--- src/pkg/flow_pkg.sv ---
// constants and types for the compare, skip and branch execution unit
// assumes an 8-bit core with a status byte laid out as below
package flow_pkg;

  // status byte bit positions
  localparam int unsigned FLAG_C = 0;
  localparam int unsigned FLAG_Z = 1;
  localparam int unsigned FLAG_N = 2;
  localparam int unsigned FLAG_V = 3;
  localparam int unsigned FLAG_S = 4;
  localparam int unsigned FLAG_H = 5;
  localparam int unsigned FLAG_T = 6;
  localparam int unsigned FLAG_I = 7;

  // widths fixed by the instruction set
  localparam int unsigned DATA_W = 8;
  localparam int unsigned BIT_SEL_W = 3;
  localparam int unsigned OFFSET_W = 7;

  // flags written by the compare group
  localparam logic [7:0] CMP_FLAG_MASK = 8'h2f;
  localparam logic [7:0] FLAGS_RESET = 8'h00;

  // cycle counts per instruction
  localparam logic [2:0] CYC_ONE = 3'h1;
  localparam logic [2:0] CYC_TWO = 3'h2;
  localparam logic [2:0] CYC_THREE = 3'h3;
  localparam logic [2:0] CYC_STACK = 3'h4;

  // remaining-count value at which a return samples the popped address
  localparam logic [2:0] POP_SAMPLE_CNT = 3'h3;

  // program counter steps
  localparam int unsigned PC_STEP_NEXT = 1;
  localparam int unsigned PC_STEP_SKIP1 = 2;
  localparam int unsigned PC_STEP_SKIP2 = 3;
  localparam int unsigned PC_STEP_CALL = 2;

  // operations handed over by the instruction decoder
  typedef enum logic [4:0] {
    op_none,
    op_compare_skip_equal,
    op_compare_regs,
    op_compare_regs_with_carry,
    op_compare_immediate,
    op_skip_reg_bit_clear,
    op_skip_reg_bit_set,
    op_skip_io_bit_clear,
    op_skip_io_bit_set,
    op_branch_flag_set,
    op_branch_flag_clear,
    op_branch_equal,
    op_branch_carry_clear,
    op_branch_same_or_higher,
    op_branch_minus,
    op_branch_signed_ge,
    op_branch_signed_lt,
    op_branch_halfcarry_set,
    op_branch_halfcarry_clear,
    op_branch_bitcopy_set,
    op_call_direct,
    op_subroutine_return,
    op_interrupt_return
  } flow_op_t;

  typedef enum logic {
    st_idle,
    st_busy
  } flow_state_t;

endpackage

--- src/hw/branch_compare_skip_unit.sv ---
// compare, skip, conditional branch and call/return sequencing for an 8-bit core
// assumes the decoder presents operands, the current pc and the addressed i/o
// byte together with the issue strobe, and that the stack answers a pop in the
// same cycle the pop strobe is high
`timescale 1ns/10ps

module branch_compare_skip_unit
#(
  parameter int unsigned PC_W = 16
)
(
  // clock and reset
  input wire logic clock,
  input wire logic srst,
  // issue from the instruction decoder
  input wire logic issue,
  input wire flow_pkg::flow_op_t op,
  input wire logic [PC_W-1:0] pc,
  input wire logic [flow_pkg::DATA_W-1:0] rd_val,
  input wire logic [flow_pkg::DATA_W-1:0] rr_val,
  input wire logic [flow_pkg::DATA_W-1:0] io_val,
  input wire logic [flow_pkg::BIT_SEL_W-1:0] bit_sel,
  input wire logic [flow_pkg::OFFSET_W-1:0] offset,
  input wire logic [PC_W-1:0] target,
  input wire logic next_two_word,
  // status byte as held by the core
  input wire logic [7:0] status_flags_register,
  // stack port
  input wire logic [PC_W-1:0] pop_data,
  // results
  output logic busy,
  output logic done,
  output logic pc_load,
  output logic [PC_W-1:0] next_pc,
  output logic flags_wr,
  output logic [7:0] flags_mask,
  output logic [7:0] flags_out,
  output logic push,
  output logic [PC_W-1:0] push_data,
  output logic pop
);
  import flow_pkg::*;

  // a narrower pc cannot hold the relative offset range; refused at elaboration
  if (PC_W < OFFSET_W + 1 || PC_W > 32)
  begin
    $error("PC_W out of range");
  end

  ////////////////////////////////////////////////////////////////////////////
  // helper functions

  // relative target pc + k + 1 with k sign-extended
  function automatic logic [PC_W-1:0] rel_target(input logic [PC_W-1:0] base,
                                                 input logic [OFFSET_W-1:0] k);
    logic [PC_W-1:0] ext;
    ext = {{(PC_W-OFFSET_W){k[OFFSET_W-1]}}, k};
    rel_target = base + ext + PC_W'(PC_STEP_NEXT);
  endfunction

  // skip destination: past a one-word or two-word instruction
  function automatic logic [PC_W-1:0] skip_target(input logic [PC_W-1:0] base,
                                                  input logic two_word);
    skip_target = two_word ? base + PC_W'(PC_STEP_SKIP2) : base + PC_W'(PC_STEP_SKIP1);
  endfunction

  // subtract without storing, returning the compare flags in status layout
  function automatic logic [7:0] cmp_flags(input logic [7:0] a,
                                           input logic [7:0] b,
                                           input logic cin,
                                           input logic chain_z,
                                           input logic z_old);
    logic [7:0] r;
    logic [7:0] f;
    r = a - b - {7'h00, cin};
    f = FLAGS_RESET;
    f[FLAG_H] = (~a[3] & b[3]) | (b[3] & r[3]) | (r[3] & ~a[3]);
    f[FLAG_V] = (a[7] & ~b[7] & ~r[7]) | (~a[7] & b[7] & r[7]);
    f[FLAG_N] = r[7];
    f[FLAG_C] = (~a[7] & b[7]) | (b[7] & r[7]) | (r[7] & ~a[7]);
    // the carry-chained form keeps zero only if every byte so far was zero
    f[FLAG_Z] = (r == 8'h00) & (~chain_z | z_old);
    cmp_flags = f;
  endfunction

  ////////////////////////////////////////////////////////////////////////////
  // instruction evaluation at issue

  logic take;
  logic is_skip;
  logic is_branch;
  logic is_cmp;
  logic [2:0] cycles;
  logic [PC_W-1:0] dest;
  logic [7:0] cmp_res;
  logic [7:0] sf;

  // decide outcome, skip/branch/compare class and compare flags in the issue cycle
  always_comb
  begin
    sf = status_flags_register;
    take = 1'b0;
    is_skip = 1'b0;
    is_branch = op inside {op_branch_flag_set, op_branch_flag_clear, op_branch_equal, op_branch_carry_clear,
      op_branch_same_or_higher, op_branch_minus, op_branch_signed_ge, op_branch_signed_lt,
      op_branch_halfcarry_set, op_branch_halfcarry_clear, op_branch_bitcopy_set};
    is_cmp = 1'b0;
    cmp_res = FLAGS_RESET;
    unique case (op)
      op_compare_skip_equal:
      begin
        is_skip = 1'b1;
        take = (rd_val == rr_val);
      end
      op_compare_regs:
      begin
        is_cmp = 1'b1;
        cmp_res = cmp_flags(rd_val, rr_val, 1'b0, 1'b0, sf[FLAG_Z]);
      end
      op_compare_regs_with_carry:
      begin
        is_cmp = 1'b1;
        cmp_res = cmp_flags(rd_val, rr_val, sf[FLAG_C], 1'b1, sf[FLAG_Z]);
      end
      op_compare_immediate:
      begin
        is_cmp = 1'b1;
        cmp_res = cmp_flags(rd_val, rr_val, 1'b0, 1'b0, sf[FLAG_Z]);
      end
      op_skip_reg_bit_clear:
      begin
        is_skip = 1'b1;
        take = ~rr_val[bit_sel];
      end
      op_skip_reg_bit_set:
      begin
        is_skip = 1'b1;
        take = rr_val[bit_sel];
      end
      op_skip_io_bit_clear:
      begin
        is_skip = 1'b1;
        take = ~io_val[bit_sel];
      end
      op_skip_io_bit_set:
      begin
        is_skip = 1'b1;
        take = io_val[bit_sel];
      end
      op_branch_flag_set: take = sf[bit_sel];
      op_branch_flag_clear: take = ~sf[bit_sel];
      op_branch_equal: take = sf[FLAG_Z];
      op_branch_carry_clear: take = ~sf[FLAG_C];
      op_branch_same_or_higher: take = ~sf[FLAG_C];
      op_branch_minus: take = sf[FLAG_N];
      op_branch_signed_ge: take = ~(sf[FLAG_N] ^ sf[FLAG_V]);
      op_branch_signed_lt: take = sf[FLAG_N] ^ sf[FLAG_V];
      op_branch_halfcarry_set: take = sf[FLAG_H];
      op_branch_halfcarry_clear: take = ~sf[FLAG_H];
      op_branch_bitcopy_set: take = sf[FLAG_T];
      op_call_direct, op_subroutine_return, op_interrupt_return:
      begin
        take = 1'b1;
      end
      op_none:
      begin
        take = 1'b0;
      end
      default:
      begin
        take = 1'b0;
      end
    endcase
  end

  // destination and length; a not-taken instruction simply steps on
  always_comb
  begin
    dest = pc + PC_W'(PC_STEP_NEXT);
    cycles = CYC_ONE;
    if (is_skip && take)
    begin
      dest = skip_target(pc, next_two_word);
      cycles = next_two_word ? CYC_THREE : CYC_TWO;
    end
    else if (is_branch && take)
    begin
      dest = rel_target(pc, offset);
      cycles = CYC_TWO;
    end
    else if (op == op_call_direct)
    begin
      dest = target;
      cycles = CYC_STACK;
    end
    else if (op == op_subroutine_return || op == op_interrupt_return)
    begin
      dest = pc; // replaced by the popped address
      cycles = CYC_STACK;
    end
  end

  ////////////////////////////////////////////////////////////////////////////
  // sequencer

  flow_state_t state_ff, nxt_state;
  logic [2:0] cnt_ff, nxt_cnt;
  logic busy_ff, nxt_busy;
  logic done_ff, nxt_done;
  logic pc_load_ff, nxt_pc_load;
  logic [PC_W-1:0] next_pc_ff, nxt_next_pc;
  logic flags_wr_ff, nxt_flags_wr;
  logic [7:0] flags_mask_ff, nxt_flags_mask;
  logic [7:0] flags_out_ff, nxt_flags_out;
  logic push_ff, nxt_push;
  logic [PC_W-1:0] push_data_ff, nxt_push_data;
  logic pop_ff, nxt_pop;
  logic returning_ff, nxt_returning;

  // issue is ignored while busy; multi-cycle work counts down to done
  always_comb
  begin
    nxt_state = state_ff;
    nxt_cnt = cnt_ff;
    nxt_busy = busy_ff;
    nxt_done = 1'b0;
    nxt_pc_load = pc_load_ff;
    nxt_next_pc = next_pc_ff;
    nxt_flags_wr = 1'b0;
    nxt_flags_mask = flags_mask_ff;
    nxt_flags_out = flags_out_ff;
    nxt_push = 1'b0;
    nxt_push_data = push_data_ff;
    nxt_pop = 1'b0;
    nxt_returning = returning_ff;
    unique case (state_ff)
      st_idle:
      begin
        if (issue && op != op_none)
        begin
          nxt_next_pc = dest;
          nxt_pc_load = take && !is_cmp;
          nxt_returning = (op == op_subroutine_return || op == op_interrupt_return);
          if (is_cmp)
          begin
            nxt_flags_wr = 1'b1;
            nxt_flags_mask = CMP_FLAG_MASK;
            nxt_flags_out = cmp_res;
          end
          if (op == op_call_direct)
          begin
            nxt_push = 1'b1;
            nxt_push_data = pc + PC_W'(PC_STEP_CALL);
          end
          if (nxt_returning)
          begin
            nxt_pop = 1'b1;
          end
          if (cycles == CYC_ONE)
          begin
            nxt_done = 1'b1;
          end
          else
          begin
            nxt_busy = 1'b1;
            nxt_cnt = cycles - CYC_ONE;
            nxt_state = st_busy;
          end
        end
      end
      st_busy:
      begin
        // stack answers while the pop strobe stands
        if (returning_ff && cnt_ff == POP_SAMPLE_CNT)
        begin
          nxt_next_pc = pop_data;
        end
        nxt_cnt = cnt_ff - CYC_ONE;
        if (cnt_ff == CYC_ONE)
        begin
          nxt_done = 1'b1;
          nxt_busy = 1'b0;
          nxt_returning = 1'b0;
          nxt_state = st_idle;
        end
      end
    endcase
  end

  // registers only
  always_ff @(posedge clock)
  begin
    if (srst)
    begin
      state_ff <= st_idle;
      cnt_ff <= 3'h0;
      busy_ff <= 1'b0;
      done_ff <= 1'b0;
      pc_load_ff <= 1'b0;
      next_pc_ff <= '0;
      flags_wr_ff <= 1'b0;
      flags_mask_ff <= FLAGS_RESET;
      flags_out_ff <= FLAGS_RESET;
      push_ff <= 1'b0;
      push_data_ff <= '0;
      pop_ff <= 1'b0;
      returning_ff <= 1'b0;
    end
    else
    begin
      state_ff <= nxt_state;
      cnt_ff <= nxt_cnt;
      busy_ff <= nxt_busy;
      done_ff <= nxt_done;
      pc_load_ff <= nxt_pc_load;
      next_pc_ff <= nxt_next_pc;
      flags_wr_ff <= nxt_flags_wr;
      flags_mask_ff <= nxt_flags_mask;
      flags_out_ff <= nxt_flags_out;
      push_ff <= nxt_push;
      push_data_ff <= nxt_push_data;
      pop_ff <= nxt_pop;
      returning_ff <= nxt_returning;
    end
  end

  ////////////////////////////////////////////////////////////////////////////
  // outputs, each straight from a flip-flop

  assign busy = busy_ff;
  assign done = done_ff;
  assign pc_load = pc_load_ff;
  assign next_pc = next_pc_ff;
  assign flags_wr = flags_wr_ff;
  assign flags_mask = flags_mask_ff;
  assign flags_out = flags_out_ff;
  assign push = push_ff;
  assign push_data = push_data_ff;
  assign pop = pop_ff;

endmodule

--- config.mk ---
export PLATFORM = sky130hd
export DESIGN_NAME = branch_compare_skip_unit
export DESIGN_NICKNAME = d
export VERILOG_FILES = /design/src/pkg/flow_pkg.sv /design/src/hw/branch_compare_skip_unit.sv
export SDC_FILE = /design/constraint.sdc
export NUM_CORES = 1
export LEC_CHECK = 0
export BUFFER_PORTS_ARGS = -buffer_cell sky130_fd_sc_hd__buf_2
export CAP_MARGIN = 20
export CORE_MARGIN = 5
export CORE_UTILIZATION = 45
export DETAILED_ROUTE_END_ITERATION = 8
export GPL_TIMING_DRIVEN = 0
export PLACE_DENSITY = 0.67
export SYNTH_ARGS = -nofsm -noshare
export SYNTH_HDL_FRONTEND = slang
export SYNTH_SLANG_ARGS = --single-unit
--- constraint.sdc ---
create_clock -name clock -period 9.15 [get_ports clock]
set_input_delay 1.83 -clock clock [delete_from_list [all_inputs] [get_ports clock]]
set_output_delay 1.83 -clock clock [all_outputs]
set_load 0.005 [all_outputs]
==> flow_summary.ini <==
[outcome]
status = complete, no violations

[timing]
worstMarginPinSlew_ns = 0.9069
slew_headroom = 0.3798
finalHoldViolCount = 0
max_freq_mhz = 206.5
fin_crit_ns = 4.842
rsz0062_at_grt = false
finalSetupViolCount = 0
whs_ns = 0.4993
setup_tns_ns = 0
maxSlewViolCount = 0
clock_skew_ns = 0.007674
period_share = 0.5292

[clock_network]
cts_sinks = 49
cts_setup_buffers = 0
cts_htree_levels = 2
clkLatencyLatePin_ns = 0.30
hold_buffers = 0
ctsLongestPathBuffers = 2
root_buffer = clkbuf_8
clkTransAtPathRegs_ns = 0.09
cts_tree = built
cts.repair.resized = 0
cts_buffers = 5

[pwr]
p_leak_uw = 0.002606
swShare = 0.3784
p_int_uw = 401.0
vdd_ir_drop_max_uv = 64.51
combPwrFrac = 0.425
pwr-share-seq = 0.369
power_switching_uw = 244.1
clockPowerShare = 0.206
p_per_area_nw_per_um2 = 107.8

[cells_and_area]
insertedDiodeCount = 0
final_nets = 950
area_growth_pct = 19.96
finish.utilization = 0.5521
final_layout_size_suffix_gt1_frac = 0.2254

[global_route]
grtUsageTotal = 0.2408
grt_pass1_wl_um = 25860
antenna_found_initial = 0
use_met3 = 0.03421
grt.busiest_layer = met2
grt_util_met2 = 0.4167
grt_overflow_total = 0
grt_util_met1 = 0.3160
first_global_vias = 5305
grt_max_degree = 16

[min_path]
hold_class = reg -> reg
hold_end = busy
min_from = busy
whs_path_depth = 1

[synthesis]
synth_top_area_frac = 0.1966
postSynthAreaPerCell_um2 = 7.604
synth_seq_area_share = 0.1966
synth_top_area_cell = dfxtp_1
synthesis.instances = 656
async_flop_share = 0
synth_most_common_cell = nor2_1
netlist_area_um2 = 4989
synth_flop_cell = dfxtp_1
synthTopCellsByCount = nor2_1, nand2_1, dfxtp_1
synth_area_leaders = dfxtp_1, ha_1, xnor2_1
yosys_warnings = 0
yosysUniqueCellTypes = 67
ys_seq_elements = 49
synth_edf_count = 0

[worst_setup_path]
r2r_setup_slack_ns = 6.60
cp-start-kind = input port
cp-end-kind = flop
worstSetupPathType = in -> reg
cp_cell_sequence = buf_2 > mux4_2 > mux2i_1 > mux2_2 > nand4_2 > a21oi_2 > buf_2 > nor2b_1 > ha_1 > a21oi_1 > nor2_1 > a21oi_1 > a221oi_1
slowest_delay_ns = 0.50
rr_startpoint = state_ff
worstPathRequired_ns = 9.36
worstReg2RegEnd = next_pc[8]
critPathMaxFanout = 10
slowest_stage = mux4_2
reg2reg_depth = 10
cp_data_arrival_time_ns = 5.05

[die]
die_h_um = 115.3
start_util = 0.4602
die_x_um = 115.3
io_pins = 153
row_count = 38
core_area_um2 = 10840
die_area_um2 = 13290

[drt]
wl_per_cell_um = 16.98
drt_iter0_markers = 290
vias_per_cell = 5.626
drtPass1Iterations = 5
drc = 0
ant_nets = 0
vias = 5356
wirelength_um = 16160

[flow_run]
cap_violations = 0

[placed_design]
hpwl_um = 13270
finalWeightedCongestion = 0.9235
port_buffers = 143
-- worst max path at each step --
stage,startpoint,to,slack (ns),cells after the start
2_1_floorplan,bit_sel[1],cnt_ff[0],4.70,13
3_3_place_gp,bit_sel[0],cnt_ff[0],4.04,13
3_5_place_dp,bit_sel[0],cnt_ff[0],4.00,13
4_1_cts,bit_sel[0],cnt_ff[0],4.30,13
5_1_grt,op[2],cnt_ff[2],4.01,15
6_report,bit_sel[0],cnt_ff[0],4.31,13
-- flip-flops by register name, summed over array words and instances, names as in the netlist --
name / count
pc_load: 1
flags_wr: 1
push: 1
busy: 1
flags_out: 5
push_data: 16
done: 1
state_ff: 1
cnt_ff: 3
pop: 1
returning_ff: 1
next_pc: 16
flags_mask: 1
-- layout by cell type, fill, tap and decap left out, types with 4 or more instances in the layout --
cell type  instances
mux4_2             6
a211o_1           13
xor2_1            14
conb_1             6
o21ai_0           45
o211ai_1           4
nand3_1           16
fa_1               4
a2111oi_0          4
inv_1             33
nand2b_1           5
a31oi_1            8
ha_1              36
o31ai_1            6
clkbuf_1          31
a21oi_1           43
dfxtp_1           49
nand4_1            8
a211oi_1          22
nor3_1            11
nor2b_1            8
nand3b_1          18
nor2_1            80
and3_1             4
clkbuf_8           5
a21o_1             5
buf_4             10
nand2_1           51
xnor2_1           48
mux2i_1           17
buf_2            149
-- worst max-delay path: cells and delay by family --
kind                     cells  cell delay (ns)
AO/OA/AOI/OAI                4             0.94
buffers and inverters        2             0.50
AND/OR/NAND/NOR              3             0.71
multiplexers                 3             0.88
adder cells (fa/ha/maj)      1             0.20
-- final cells by class --
cell class / count / area [µm²]
inverters: 34 / 127.6
repair buffers: 143 / 715.7
clock buffers: 6 / 72.57
plain buffers: 48 / 232.7
multi-input cells: 530 / 3666
flip-flops and latches: 49 / 980.9
clock inverters: 2 / 13.76
fillers: 1089 / 4856
well taps: 140 / 175.2
-- metrics by stage --
step / worst slack (ns) / area, µm² / cells / power (µW)
2_1_floorplan: 4.697 / 5007 / 661 / 421.6
3_3_place_gp: 4.045 / 5898 / 944 / 507.6
3_5_place_dp: 4.004 / 5898 / 944 / 513.5
4_1_cts: 4.303 / 5984 / 952 / 643.8
5_1_grt: 4.013 / 5984 / 952 / 690.2
6_report: 4.308 / 5984 / 952 / 645.0
-- power by group through the flow --
stage	registers (µW)	logic, µW	clock network [µW]
finish	238	274	133
global route	240	305	145
global placement	242	265	0
floorplan	242	180	0
CTS	238	272	134
detailed placement	243	271	0
-- kinds of logic (layout without fill, tap and decap cells) --
| logic type | after synthesis | after routing | synth area share |
|---|---|---|---|
| AND/OR/NAND/NOR | 224 | 224 | 0.2225 |
| AO/OA/AOI/OAI | 174 | 174 | 0.2293 |
| buffers and inverters | 82 | 233 | 0.07223 |
| XOR/XNOR | 62 | 62 | 0.1089 |
| flip-flops | 49 | 49 | 0.1966 |
| adder cells (fa/ha/maj) | 40 | 40 | 0.1063 |
| multiplexers | 24 | 24 | 0.06346 |
| other | 1 | 6 | 0.0007517 |
-- metal layers --
metal | vias up | part of all wire
li1 | 2635 | -
met5 | - | 0
met1 | 2508 | 0.43
met4 | 0 | 0.020
met3 | 28 | 0.061
met2 | 185 | 0.48
Note: power is estimated with default switching activity, not from simulation.
